<file path="src/tx_shaper_pkg.sv">
package tx_shaper_pkg;
	localparam logic [7:0] ADDR_SYM0_HI = 8'h4D;
	localparam logic [7:0] ADDR_SYM0_LO = 8'h4E;
	localparam logic [7:0] ADDR_SYM1_HI = 8'h4F;
	localparam logic [7:0] ADDR_SYM1_LO = 8'h50;
	localparam logic [7:0] ADDR_SYM2 = 8'h51;
	localparam logic [7:0] ADDR_SYM3 = 8'h52;
	localparam logic [7:0] ADDR_LEN10 = 8'h53;
	localparam logic [7:0] ADDR_LEN32 = 8'h54;
	localparam logic [7:0] ADDR_BURST_CTRL = 8'h55;
	localparam logic [7:0] ADDR_MOD10 = 8'h56;
	localparam logic [7:0] ADDR_MOD32 = 8'h57;
	localparam logic [7:0] ADDR_BURST_LEN = 8'h60;
	localparam logic [7:0] ADDR_FREQ10 = 8'h61;
	localparam logic [7:0] ADDR_TX_CTRL = 8'h62;

	localparam logic [7:0] MASK_BURST_CTRL = 8'h77;
	localparam logic [7:0] MASK_MOD = 8'h7F;
	localparam logic [7:0] MASK_LEN32 = 8'h77;
	localparam logic [7:0] MASK_FREQ10 = 8'h08;
	localparam logic [7:0] RESET_BYTE = 8'h00;

	localparam int BIT_S1_LEVEL = 6;
	localparam int BIT_S1_ALONE = 5;
	localparam int BIT_S1_ON = 4;
	localparam int BIT_S0_LEVEL = 2;
	localparam int BIT_S0_ALONE = 1;
	localparam int BIT_S0_ON = 0;
	localparam int BIT_SC_FREQ = 3;
	localparam int BIT_GO = 7;

	localparam int CLK_HZ = 125_000_000;
	localparam int SC_LOW_HZ = 424_000;
	localparam int SC_HIGH_HZ = 848_000;
	localparam int BIT_RATE_HZ = 106_000;
	localparam int SC_LOW_HALF = CLK_HZ / (2 * SC_LOW_HZ);
	localparam int SC_HIGH_HALF = CLK_HZ / (2 * SC_HIGH_HZ);
	localparam int QUARTER_CYCLES_DEF = CLK_HZ / (4 * BIT_RATE_HZ);

	typedef struct packed {
		logic reserved_bit;
		logic miller_on;
		logic [1:0] pulse_kind;
		logic invert;
		logic [2:0] envelope;
	} mod_cfg_t;

	typedef struct packed {
		logic [7:0] addr;
		logic [7:0] wdata;
		logic we;
		logic re;
	} bus_req_t;

	typedef enum logic [1:0] {ST_IDLE, ST_BURST, ST_PATTERN} seq_state_t;
endpackage

</file>
<file path="src/tx_bit_timer.sv">
`timescale 1ns/1ps
`default_nettype none
module tx_bit_timer
	import tx_shaper_pkg::*;
#(
	parameter int QUARTER_CYCLES = QUARTER_CYCLES_DEF,
	parameter int SC_LOW = SC_LOW_HALF,
	parameter int SC_HIGH = SC_HIGH_HALF
) (
	input wire logic mclk,
	input wire logic reset_n,
	input wire logic clk_en,
	input wire logic run,
	input wire logic sc_high_sel,
	output logic [1:0] quarter,
	output logic bit_end,
	output logic sc_level
);
	logic [15:0] q_cnt_q;
	logic [1:0] quarter_q;
	logic [7:0] sc_cnt_q;
	logic sc_q;
	logic q_last;
	logic [7:0] half_m1;

	assign q_last = (q_cnt_q == 16'(QUARTER_CYCLES - 1));
	assign bit_end = run && q_last && (quarter_q == 2'h3);
	assign quarter = quarter_q;
	assign sc_level = sc_q;
	// Subcarrier half period
	assign half_m1 = sc_high_sel ? 8'(SC_HIGH - 1) : 8'(SC_LOW - 1);

	// Bit quarter timing
	always_ff @(posedge mclk or negedge reset_n) begin
		if (!reset_n) begin
			q_cnt_q <= 16'h0000;
			quarter_q <= 2'h0;
		end else if (clk_en) begin
			if (!run) begin
				q_cnt_q <= 16'h0000;
				quarter_q <= 2'h0;
			end else if (q_last) begin
				q_cnt_q <= 16'h0000;
				quarter_q <= quarter_q + 2'h1;
			end else begin
				q_cnt_q <= q_cnt_q + 16'h0001;
			end
		end
	end

	// Subcarrier square wave
	always_ff @(posedge mclk or negedge reset_n) begin
		if (!reset_n) begin
			sc_cnt_q <= 8'h00;
			sc_q <= 1'b0;
		end else if (clk_en) begin
			if (!run) begin
				sc_cnt_q <= 8'h00;
				sc_q <= 1'b0;
			end else if (sc_cnt_q >= half_m1) begin
				sc_cnt_q <= 8'h00;
				sc_q <= ~sc_q;
			end else begin
				sc_cnt_q <= sc_cnt_q + 8'h01;
			end
		end
	end
endmodule
`default_nettype wire

</file>
<file path="src/tx_envelope_shaper.sv">
`timescale 1ns/1ps
`default_nettype none
module tx_envelope_shaper
	import tx_shaper_pkg::*;
#(
	parameter bit PAIR_B = 1'b0
) (
	input wire mod_cfg_t cfg,
	input wire logic data_bit,
	input wire logic prev_bit,
	input wire logic [1:0] quarter,
	input wire logic sc_level,
	output logic level
);
	function automatic logic pulse_window(input logic [1:0] kind,
		input logic [1:0] q);
		logic w;
		w = 1'b0;
		unique case (kind)
			2'h0: w = 1'b0;
			2'h1: w = (q == 2'h0);
			2'h2: w = q[1];
			2'h3: w = (q == 2'h2);
		endcase
		return w;
	endfunction

	logic second_half;
	logic env_level;
	logic shaped;

	assign second_half = quarter[1];

	// Envelope coding
	always_comb begin
		env_level = 1'b0;
		unique case (cfg.envelope)
			3'h0: env_level = data_bit;
			3'h1: env_level = data_bit ^ second_half;
			3'h2: env_level = (data_bit ^ second_half) & sc_level;
			3'h3: env_level = data_bit ^ sc_level;
			3'h4: env_level = data_bit & second_half;
			3'h5: env_level = PAIR_B ? (data_bit & ~second_half)
				: (data_bit & second_half);
			default: env_level = 1'b0;
		endcase
	end

	// Pulse modulation and modified Miller
	always_comb begin
		shaped = env_level;
		if (cfg.miller_on && cfg.pulse_kind == 2'h1) begin
			shaped = data_bit ? pulse_window(2'h3, quarter)
				: (!prev_bit && pulse_window(2'h1, quarter));
		end else if (cfg.pulse_kind != 2'h0) begin
			shaped = env_level & pulse_window(cfg.pulse_kind, quarter);
		end
	end

	assign level = shaped ^ cfg.invert;
endmodule
`default_nettype wire

</file>
<file path="src/tx_symbol_shaper.sv">
// Chosen here: the address-and-strobe port.
`timescale 1ns/1ps
`default_nettype none
module tx_symbol_shaper
	import tx_shaper_pkg::*;
#(
	parameter int QUARTER_CYCLES = QUARTER_CYCLES_DEF
) (
	input wire logic mclk,
	input wire logic reset_n,
	input wire logic clk_en,
	input wire bus_req_t bus_req,
	output logic [7:0] bus_rdata,
	output logic tx_out,
	output logic tx_active
);
	function automatic logic [3:0] sym_len(input logic [1:0] s,
		input logic [7:0] l10, input logic [7:0] l32);
		logic [3:0] n;
		n = 4'h0;
		unique case (s)
			2'h0: n = l10[3:0];
			2'h1: n = l10[7:4];
			2'h2: n = {1'b0, l32[2:0]};
			2'h3: n = {1'b0, l32[6:4]};
		endcase
		return n;
	endfunction

	logic [15:0] sym0_pattern_q;
	logic [15:0] sym1_pattern_q;
	logic [7:0] sym2_pattern_q;
	logic [7:0] sym3_pattern_q;
	logic [7:0] len10_q;
	logic [7:0] len32_q;
	logic [7:0] burst_ctrl_q;
	mod_cfg_t mod10_q;
	mod_cfg_t mod32_q;
	logic [7:0] burst_len_q;
	logic [7:0] freq10_q;
	logic [7:0] rdata_q;

	seq_state_t state_q;
	logic [1:0] cur_sym_q;
	logic [7:0] burst_cnt_q;
	logic [3:0] bit_idx_q;
	logic prev_bit_q;
	logic tx_out_q;
	logic [4:0] bits_sent_q;

	logic go;
	logic [1:0] go_sym;
	logic go_burst_on;
	logic go_alone;
	logic cur_alone;
	logic cur_level;
	logic raw_bit;
	logic pat_bit;
	logic [1:0] quarter;
	logic bit_end;
	logic sc_level;
	logic level_a;
	logic level_b;
	logic pair_b_sel;

	wire logic [7:0] wd = bus_req.wdata;
	wire logic [7:0] ad = bus_req.addr;

	assign go = bus_req.we && ad == ADDR_TX_CTRL && wd[BIT_GO]
		&& state_q == ST_IDLE;
	assign go_sym = wd[1:0];
	assign go_burst_on = (go_sym == 2'h0) ? burst_ctrl_q[BIT_S0_ON]
		: (go_sym == 2'h1) ? burst_ctrl_q[BIT_S1_ON] : 1'b0;
	assign go_alone = (go_sym == 2'h0) ? burst_ctrl_q[BIT_S0_ALONE]
		: (go_sym == 2'h1) ? burst_ctrl_q[BIT_S1_ALONE] : 1'b0;
	assign cur_alone = cur_sym_q[0] ? burst_ctrl_q[BIT_S1_ALONE]
		: burst_ctrl_q[BIT_S0_ALONE];
	assign cur_level = cur_sym_q[0] ? burst_ctrl_q[BIT_S1_LEVEL]
		: burst_ctrl_q[BIT_S0_LEVEL];

	always_comb begin
		pat_bit = 1'b0;
		unique case (cur_sym_q)
			2'h0: pat_bit = sym0_pattern_q[bit_idx_q];
			2'h1: pat_bit = sym1_pattern_q[bit_idx_q];
			2'h2: pat_bit = sym2_pattern_q[bit_idx_q[2:0]];
			2'h3: pat_bit = sym3_pattern_q[bit_idx_q[2:0]];
		endcase
	end

	assign raw_bit = (state_q == ST_BURST) ? cur_level : pat_bit;
	assign pair_b_sel = cur_sym_q[1];

	// Register writes
	always_ff @(posedge mclk or negedge reset_n) begin
		if (!reset_n) begin
			sym0_pattern_q <= {RESET_BYTE, RESET_BYTE};
			sym1_pattern_q <= {RESET_BYTE, RESET_BYTE};
			sym2_pattern_q <= RESET_BYTE;
			sym3_pattern_q <= RESET_BYTE;
			len10_q <= RESET_BYTE;
			len32_q <= RESET_BYTE;
			burst_ctrl_q <= RESET_BYTE;
			mod10_q <= mod_cfg_t'(RESET_BYTE);
			mod32_q <= mod_cfg_t'(RESET_BYTE);
			burst_len_q <= RESET_BYTE;
			freq10_q <= RESET_BYTE;
		end else if (clk_en && bus_req.we) begin
			unique case (ad)
				ADDR_SYM0_HI: sym0_pattern_q[15:8] <= wd;
				ADDR_SYM0_LO: sym0_pattern_q[7:0] <= wd;
				ADDR_SYM1_HI: sym1_pattern_q[15:8] <= wd;
				ADDR_SYM1_LO: sym1_pattern_q[7:0] <= wd;
				ADDR_SYM2: sym2_pattern_q <= wd;
				ADDR_SYM3: sym3_pattern_q <= wd;
				ADDR_LEN10: len10_q <= wd;
				ADDR_LEN32: len32_q <= wd & MASK_LEN32;
				ADDR_BURST_CTRL: burst_ctrl_q <= wd & MASK_BURST_CTRL;
				ADDR_MOD10: mod10_q <= mod_cfg_t'(wd & MASK_MOD);
				ADDR_MOD32: mod32_q <= mod_cfg_t'(wd & MASK_MOD);
				ADDR_BURST_LEN: burst_len_q <= wd;
				ADDR_FREQ10: freq10_q <= wd & MASK_FREQ10;
				default: ;
			endcase
		end
	end

	// Register reads, one cycle later
	always_ff @(posedge mclk or negedge reset_n) begin
		if (!reset_n) begin
			rdata_q <= RESET_BYTE;
		end else if (clk_en) begin
			if (bus_req.re) begin
				unique case (ad)
					ADDR_SYM0_HI: rdata_q <= sym0_pattern_q[15:8];
					ADDR_SYM0_LO: rdata_q <= sym0_pattern_q[7:0];
					ADDR_SYM1_HI: rdata_q <= sym1_pattern_q[15:8];
					ADDR_SYM1_LO: rdata_q <= sym1_pattern_q[7:0];
					ADDR_SYM2: rdata_q <= sym2_pattern_q;
					ADDR_SYM3: rdata_q <= sym3_pattern_q;
					ADDR_LEN10: rdata_q <= len10_q;
					ADDR_LEN32: rdata_q <= len32_q;
					ADDR_BURST_CTRL: rdata_q <= burst_ctrl_q;
					ADDR_MOD10: rdata_q <= mod10_q;
					ADDR_MOD32: rdata_q <= mod32_q;
					ADDR_BURST_LEN: rdata_q <= burst_len_q;
					ADDR_FREQ10: rdata_q <= freq10_q;
					ADDR_TX_CTRL: rdata_q <= {2'b00, cur_sym_q, 3'b000,
						state_q != ST_IDLE};
					default: rdata_q <= RESET_BYTE;
				endcase
			end else begin
				rdata_q <= RESET_BYTE;
			end
		end
	end

	// Symbol sequencer
	always_ff @(posedge mclk or negedge reset_n) begin
		if (!reset_n) begin
			state_q <= ST_IDLE;
			cur_sym_q <= 2'h0;
			burst_cnt_q <= 8'h00;
			bit_idx_q <= 4'h0;
		end else if (clk_en) begin
			unique case (state_q)
				ST_IDLE: begin
					if (go) begin
						cur_sym_q <= go_sym;
						burst_cnt_q <= burst_len_q;
						bit_idx_q <= sym_len(go_sym, len10_q, len32_q);
						if (go_burst_on) begin
							state_q <= ST_BURST;
						end else if (!go_alone) begin
							state_q <= ST_PATTERN;
						end
					end
				end
				ST_BURST: begin
					if (bit_end) begin
						if (burst_cnt_q != 8'h00) begin
							burst_cnt_q <= burst_cnt_q - 8'h01;
						end else if (cur_alone) begin
							state_q <= ST_IDLE;
						end else begin
							state_q <= ST_PATTERN;
						end
					end
				end
				ST_PATTERN: begin
					if (bit_end) begin
						if (bit_idx_q == 4'h0) begin
							state_q <= ST_IDLE;
						end else begin
							bit_idx_q <= bit_idx_q - 4'h1;
						end
					end
				end
			endcase
		end
	end

	// Previous bit for Miller and output register
	always_ff @(posedge mclk or negedge reset_n) begin
		if (!reset_n) begin
			prev_bit_q <= 1'b0;
			tx_out_q <= 1'b0;
		end else if (clk_en) begin
			if (go) begin
				prev_bit_q <= 1'b0;
			end else if (bit_end) begin
				prev_bit_q <= raw_bit;
			end
			if (state_q == ST_IDLE) begin
				tx_out_q <= 1'b0;
			end else begin
				tx_out_q <= pair_b_sel ? level_b : level_a;
			end
		end
	end

	// Pattern bit counter for checking
	always_ff @(posedge mclk or negedge reset_n) begin
		if (!reset_n) begin
			bits_sent_q <= 5'h00;
		end else if (clk_en) begin
			if (go) begin
				bits_sent_q <= 5'h00;
			end else if (state_q == ST_PATTERN && bit_end) begin
				bits_sent_q <= bits_sent_q + 5'h01;
			end
		end
	end

	tx_bit_timer #(
		.QUARTER_CYCLES(QUARTER_CYCLES)
	) u_timer (
		.mclk(mclk),
		.reset_n(reset_n),
		.clk_en(clk_en),
		.run(state_q != ST_IDLE),
		.sc_high_sel(freq10_q[BIT_SC_FREQ]),
		.quarter(quarter),
		.bit_end(bit_end),
		.sc_level(sc_level)
	);

	tx_envelope_shaper #(
		.PAIR_B(1'b0)
	) u_pair_a (
		.cfg(mod10_q),
		.data_bit(raw_bit),
		.prev_bit(prev_bit_q),
		.quarter(quarter),
		.sc_level(sc_level),
		.level(level_a)
	);

	tx_envelope_shaper #(
		.PAIR_B(1'b1)
	) u_pair_b (
		.cfg(mod32_q),
		.data_bit(raw_bit),
		.prev_bit(prev_bit_q),
		.quarter(quarter),
		.sc_level(sc_level),
		.level(level_b)
	);

	assign bus_rdata = rdata_q;
	assign tx_out = tx_out_q;
	assign tx_active = (state_q != ST_IDLE);
endmodule
`default_nettype wire

</file>
<file path="config.mk">
export PLATFORM = sky130hd
export DESIGN_NAME = tx_symbol_shaper
export DESIGN_NICKNAME = d
export VERILOG_FILES = /design/src/tx_shaper_pkg.sv /design/src/tx_bit_timer.sv /design/src/tx_envelope_shaper.sv /design/src/tx_symbol_shaper.sv
export SDC_FILE = /design/constraint.sdc
export NUM_CORES = 1
export LEC_CHECK = 0
export ABC_AREA = 1
export BUFFER_PORTS_ARGS = -buffer_cell sky130_fd_sc_hd__buf_2
export CAP_MARGIN = 25
export CORE_ASPECT_RATIO = 0.8
export CORE_UTILIZATION = 60
export CTS_BUF_LIST = sky130_fd_sc_hd__clkbuf_4 sky130_fd_sc_hd__clkbuf_8
export CTS_CLUSTER_DIAMETER = 150
export DETAILED_ROUTE_END_ITERATION = 8
export HOLD_SLACK_MARGIN = 0.05
export PLACE_DENSITY_LB_ADDON = 0.12
export REMOVE_ABC_BUFFERS = 1
export SYNTH_ARGS = -nofsm -noshare
export SYNTH_HDL_FRONTEND = slang
export SYNTH_SLANG_ARGS = --single-unit
</file>
<file path="constraint.sdc">
create_clock -name mclk -period 3.3 [get_ports mclk]
set_input_delay 0.495 -clock mclk [delete_from_list [all_inputs] [get_ports mclk]]
set_output_delay 0.495 -clock mclk [all_outputs]
set_load 0.02 [all_outputs]
</file>
==> results of run 1 <==
-- routing by layer --
layer | part of all wire | vias to the layer above | wire (um)
met5 | 0 | - | 0
met3 | 0.11 | 31 | 2500
met2 | 0.39 | 367 | 8660
li1 | - | 3568 | -
met1 | 0.49 | 3492 | 10900
met4 | 0.015 | 0 | 340
-- final timing paths --
kind	startpoint	to	slack, ps
setup / recovery	bit_idx_q[0]	tx_out	320
hold / removal	bus_req[0]	bus_rdata[7]	340
setup reg to reg	bit_idx_q[0]	tx_out	320
hold reg to reg	tx_out	tx_out	490
max in group asynchronous	reset_n	burst_ctrl_q[5]	1870
min in group asynchronous	reset_n	sym3_pattern_q[6]	570
-- cells in the final DEF, fill, tap and decap left out, types with 2 or more instances in the layout --
master,netlist,layout
a2111oi_0,6,6
a211oi_1,4,4
a21oi_1,24,24
a221oi_1,13,13
buf_2,9,29
buf_4,0,12
buf_8,0,2
clkbuf_4,0,2
clkbuf_8,0,19
clkinv_2,0,2
clkinv_4,0,2
clkinvlp_4,0,5
dfrtp_1,144,143
ha_1,19,19
inv_1,116,114
inv_2,6,7
inv_6,0,3
nand2_1,291,290
nand2_2,1,2
nand3_1,83,83
nand4_1,23,23
nor2_1,54,54
nor2_2,8,8
nor3_1,14,14
nor4_1,10,10
o2111ai_1,3,3
o211ai_1,7,7
o21ai_0,142,142
o22ai_1,12,12
xor2_1,7,7
-- worst min-delay path, stage by stage --
cell and delay (ps):
buf_2 160, nand3_1 90, nand2_1 40
-- sequential cells by signal (all words and copies together) (netlist names), 7 cells and up --
register,cells
sym0_pattern_q,16
sym1_pattern_q,16
u_timer.q_cnt_q,16
burst_cnt_q,8
burst_len_q,8
bus_rdata,8
len10_q,8
sym2_pattern_q,8
sym3_pattern_q,8
u_timer.sc_cnt_q,8
mod10_q,7
mod32_q,7
-- what timing repair did --
item,in CTS,in global routing
resized for setup,0,9
endpoints found under the setup margin,0,1
buffers inserted,0,1
endpoints found under the hold margin,65,0
hold buffers,1,0
-- power breakdown --
| part | internal, uW | total [uW] | switching, uW |
|---|---|---|---|
| Combinational | 181 | 519 | 338 |
| Sequential | 1890 | 2020 | 137 |
| Clock | 657 | 1380 | 721 |
| Total | 2730 | 3920 | 1200 |
-- cells by family (layout without fill, tap and decap cells) --
group                      Yosys count  count (layout)
and+or+nand+nor                    492             492
AOI/OAI and AO/OA                  221             221
xor gates and xnor gates             8               8
adders and majority gates           19              19
DFF                                144             144
other                                0               1
buffers and inverters              164             203
muxes                                3               3
-- layout make-up --
type	instances	area share
Inverter	124	0.0540
Clock buffer	21	0.0316
Antenna cell	1	0.000286
Sequential cell	144	0.411
Timing Repair Buffer	47	0.0378
Tap cell	175	0.0250
Clock inverter	11	0.0121
Multi-Input combinational cell	743	0.428
-- metrics by stage --
step                      hold WS (ps)  cell area [um2]  power, uW
after floorplan                    199             7820       2360
after global placement             459             8310       2550
after detailed placement           461             8310       2560
after CTS                          317             8700       3930
after global routing               339             8760       4100
final                              337             8760       3920
==> impl_metrics.ini, run 1 <==
[run_status]
run_status = complete, no violations

[worst_setup_path]
critPathBufInv = 4
cp_data_arrival_time_ps = 3350
cp.depth = 24
required_ps = 3670
worstSetupPathType = reg -> reg
cp_common_cell = nand2_1
cpLargestDelayFamily = simple AND/OR/NAND/NOR gates
crit_slowest_cell = dfrtp_1
critPathMaxFanout = 9
path_cells = inv_2, clkbuf_16, nand2_1, nand3_1, nand2_1, nand2_1, nand3_1, nand3_1, nand3_1, nand2_2, nand2_1, inv_1, ha_1, or2_2, o22ai_1, a32oi_1, nand2_1, inv_1, nand2_1, nand2_1, nand3_1, nand3_1, nand3_1, nand2_1
ff2ff_path_depth = 24
endpoint_kind = flop
critPathMaxStageDelay_ps = 410
cp-start-kind = flop

[clocking]
numCtsBuffers = 17
clkSlewWorstSetupHoldPaths_ps = 80
cts.sinks = 144
tritoncts = built
root_buffer = clkbuf_8
clock_latency_ps = 480
clk_path_buf_depth = 2
htreeDepth = 4

[die]
chipHeight_um = 105
die_w_um = 131
row_count = 37
die_area_um2 = 13800
coreArea_um2 = 12900
initial_core_util = 0.618
pin_count = 31

[worst_hold_path]
hold_path_class = in -> reg
holdPathStages = 3

[routing]
drt_iter0_drc = 1044
drc_errors = 0
finalWirelength_mm = 22.4
routed-via-count = 7458
viasPerCell = 5.89
ant_nets = 0
dr.pass1.iters = 6
wl_per_cell_um = 17.7

[cells_and_area]
layout.nets = 1117
final-seq-area_um2 = 3600
utilization = 0.678
nFillCells = 1134
syn2layout_area_growth_pct = 9.83
final_cells = 1266
multi_input_area_um2 = 3750
drive_gt1_frac = 0.0972

[timing]
max_slew_margin = 0.343
rsz0062_at_grt = false
tightest_slew_ps = 961
fin_skew_ps = 9.36
slew_violations = 0
setup_viol_count_final = 0
hold_viol_final = 0
tns_ps = 0
post-route-period-util = 0.902
setup_slack_ps = 324
fin_crit_ps = 2980
fmax_mhz = 336

[logic_synthesis]
synth_cell_types = 48
syn_avg_cell_area_um2 = 7.59
ys.flop_type = dfrtp_1
synth_top_cell_by_area = dfrtp_1
synth_compound_area_frac = 0.160
synth_area_leaders = dfrtp_1 (45%), nand2_1 (14%), o21ai_0 (8.9%)
yosysMostFrequentCell = nand2_1
syn_area_um2 = 7980
netlist_top_cells_count = nand2_1 (291), dfrtp_1 (144), o21ai_0 (142)
synthCells = 1051
synth.area.mux_share = 0.00455
yosys_warnings = 0
synth_top_cell_area_share = 0.452
yosys_register_bits = 144
synth_xor_area_frac = 0.00878
synth_fa_ha_area_frac = 0.0298
synth_edf_count = 0
async_reset_ff_frac = 1.00
seq_area_frac_synth = 0.452
synth-simple-area-share = 0.266
synth_top_family_by_area = simple AND/OR/NAND/NOR gates

[placed_design]
hpwlAfterDp_mm = 16.0
dpl_worst_slack_ps = 254
io_buffer_count = 30
gp_congestion = 0.948
dp_cells = 1230

[global_routing]
grt_pass1_vias = 6501
use_met1 = 0.565
grt_pass1_wl_mm = 35.3
overflow = 0
grt_max_degree = 80
grt_util_met3 = 0.114
grt_usage = 0.348
antenna_found_initial = 0
grt.busiest_layer = met1
grt_util_met2 = 0.428

[power_and_ir_drop]
p_leak_uw = 0.00400
vdd_drop_max_mv = 0.379
p_per_area_nw_per_um2 = 448

[job]
cap_violations = 0
Power figures use the tool's default switching activity.
==> run 2, diff against run 1 <==
==> constraint.sdc (replaced) <==
create_clock -name mclk -period 3.3 [get_ports mclk]
set_input_delay 0.33 -clock mclk [delete_from_list [all_inputs] [get_ports mclk]]
set_output_delay 0.33 -clock mclk [all_outputs]
set_load 0.02 [all_outputs]
==> impl_metrics.ini, run 2 (synthesis results as in run 1) <==
[run_status]
run_status = complete, no violations

[worst_setup_path]
path_cells = clkinvlp_4, nand3_1, nand2_1, nand2_1, nand3_1, nand3_1, nand3_1, nand2_2, nand2_1, inv_1, ha_1, or2_2, nor3_1, nor3_1, nand2_1, inv_1, nand2_1, nand2_1, nand3_1, nand3_1, nand3_1, nand2_1
required_ps = 3650
worstSetupPathType = reg -> reg
ff2ff_path_depth = 22
cpLargestDelayFamily = simple AND/OR/NAND/NOR gates
r2r-end = tx_out
cp.depth = 22
endpoint_kind = flop
critPathMaxFanout = 13
crit_slowest_cell = dfrtp_1
cp_data_arrival_time_ps = 3330
critPathMaxStageDelay_ps = 390
critPathBufInv = 3
r2r_slack_ps = 320
r2r_start = bit_idx_q[1]
cp-start-kind = flop

[clocking]
clkSlewWorstSetupHoldPaths_ps = 90
clock_latency_ps = 460
numCtsBuffers = 17
tritoncts = built
clk_path_buf_depth = 2
cts.sinks = 144
root_buffer = clkbuf_8
htreeDepth = 4

[die]
die_w_um = 131
initial_core_util = 0.618
die_area_um2 = 13800
row_count = 37
chipHeight_um = 105
pin_count = 31
coreArea_um2 = 12900

[routing]
finalWirelength_mm = 22.0
drt_iter0_drc = 931
drc_errors = 0
ant_nets = 0
viasPerCell = 5.90
dr.pass1.iters = 6
routed-via-count = 7422
wl_per_cell_um = 17.5

[timing]
fmax_mhz = 335
post-route-period-util = 0.903
holdWs_ps = 201
slew_violations = 0
rsz0062_at_grt = false
max_slew_margin = 0.376
fin_skew_ps = 9.95
tightest_slew_ps = 913
tns_ps = 0
fin_crit_ps = 2980
hold_viol_final = 0
setup_viol_count_final = 0

[global_routing]
grt_max_degree = 91
grt_usage = 0.346
grt_pass1_wl_mm = 35.3
grt_pass1_vias = 6457
overflow = 0
antenna_found_initial = 0

[cells_and_area]
nFillCells = 1109
final_cell_mix = nand2_1 (290), dfrtp_1 (143), o21ai_0 (142), inv_1 (114), nand3_1 (83)
reg_top3 = sym0_pattern_q: 16 flops, sym1_pattern_q: 16 flops, u_timer.q_cnt_q: 16 flops
syn2layout_area_growth_pct = 9.69
drive_gt1_frac = 0.0923
n_antenna_cell = 0
layout.nets = 1112
final_common_cell = nand2_1
final_cells = 1259

[power_and_ir_drop]
p_per_area_nw_per_um2 = 467
vdd_drop_max_mv = 0.534
p_leak_uw = 0.00399
finalPower_uw = 4090

[placed_design]
hpwlAfterDp_mm = 15.8
gp_congestion = 0.928
io_buffer_count = 30
dp_cells = 1226

[job]
cap_violations = 0

[worst_hold_path]
holdPathEnd = bus_rdata[4]
holdPathStages = 3
hold_path_class = in -> reg
hp-start = bus_req[0]
run 2: stage by stage:
step	worst slack [ps]	area, um2	util
floorplan	69.6	7820	-
global placement	308	8280	0.641
detailed placement	277	8280	0.641
CTS	247	8720	0.675
global route	5.91	8750	0.678
finish	319	8750	0.678
run 2: power breakdown:
part	leakage, uW	switching, uW	total [uW]	internal [uW]
Clock	0.000216	710	1550	843
Sequential	0.00193	134	2020	1890
Combinational	0.00185	334	514	180
run 2: timing repair:
item                                    4_1_cts  5_1_grt
hold endpoints to repair                     54        0
hold buffers                                  1        0
endpoints found under the setup margin        0        1
setup buffers                                 0        1
gates resized for setup                       0        8
run 2: final cells by class:
class                      instances  area [um2]  area share
clock buffer                      18         248      0.0283
multi-input combinational        743        3750       0.428
tap                              175         219      0.0250
clock inverter                    13         185      0.0212
inverter                         124         473      0.0540
timing repair buffer              42         273      0.0312
sequential                       144        3600       0.412
run 2: worst max path at each step:
stage | startpoint | end | slack (ps)
floorplan | bit_idx_q[0] | tx_out | 70
global placement | bit_idx_q[2] | tx_out | 310
detailed placement | bit_idx_q[2] | tx_out | 280
CTS | bit_idx_q[2] | tx_out | 250
global route | bit_idx_q[1] | tx_out | 6
finish | bit_idx_q[1] | tx_out | 320
run 2: worst min-delay path: cells and delay by family:
| family | cells | cell delay (ps) |
|---|---|---|
| buffers and inverters | 1 | 160 |
| and+or+nand+nor | 2 | 140 |
run 2: routing by layer:
layer	up-vias	routed length, um	global-route usage
met5	-	0	0
met2	346	8510	0.433
met1	3487	10900	0.562
met3	29	2370	0.116
met4	0	257	0.0714
li1	3560	-	-
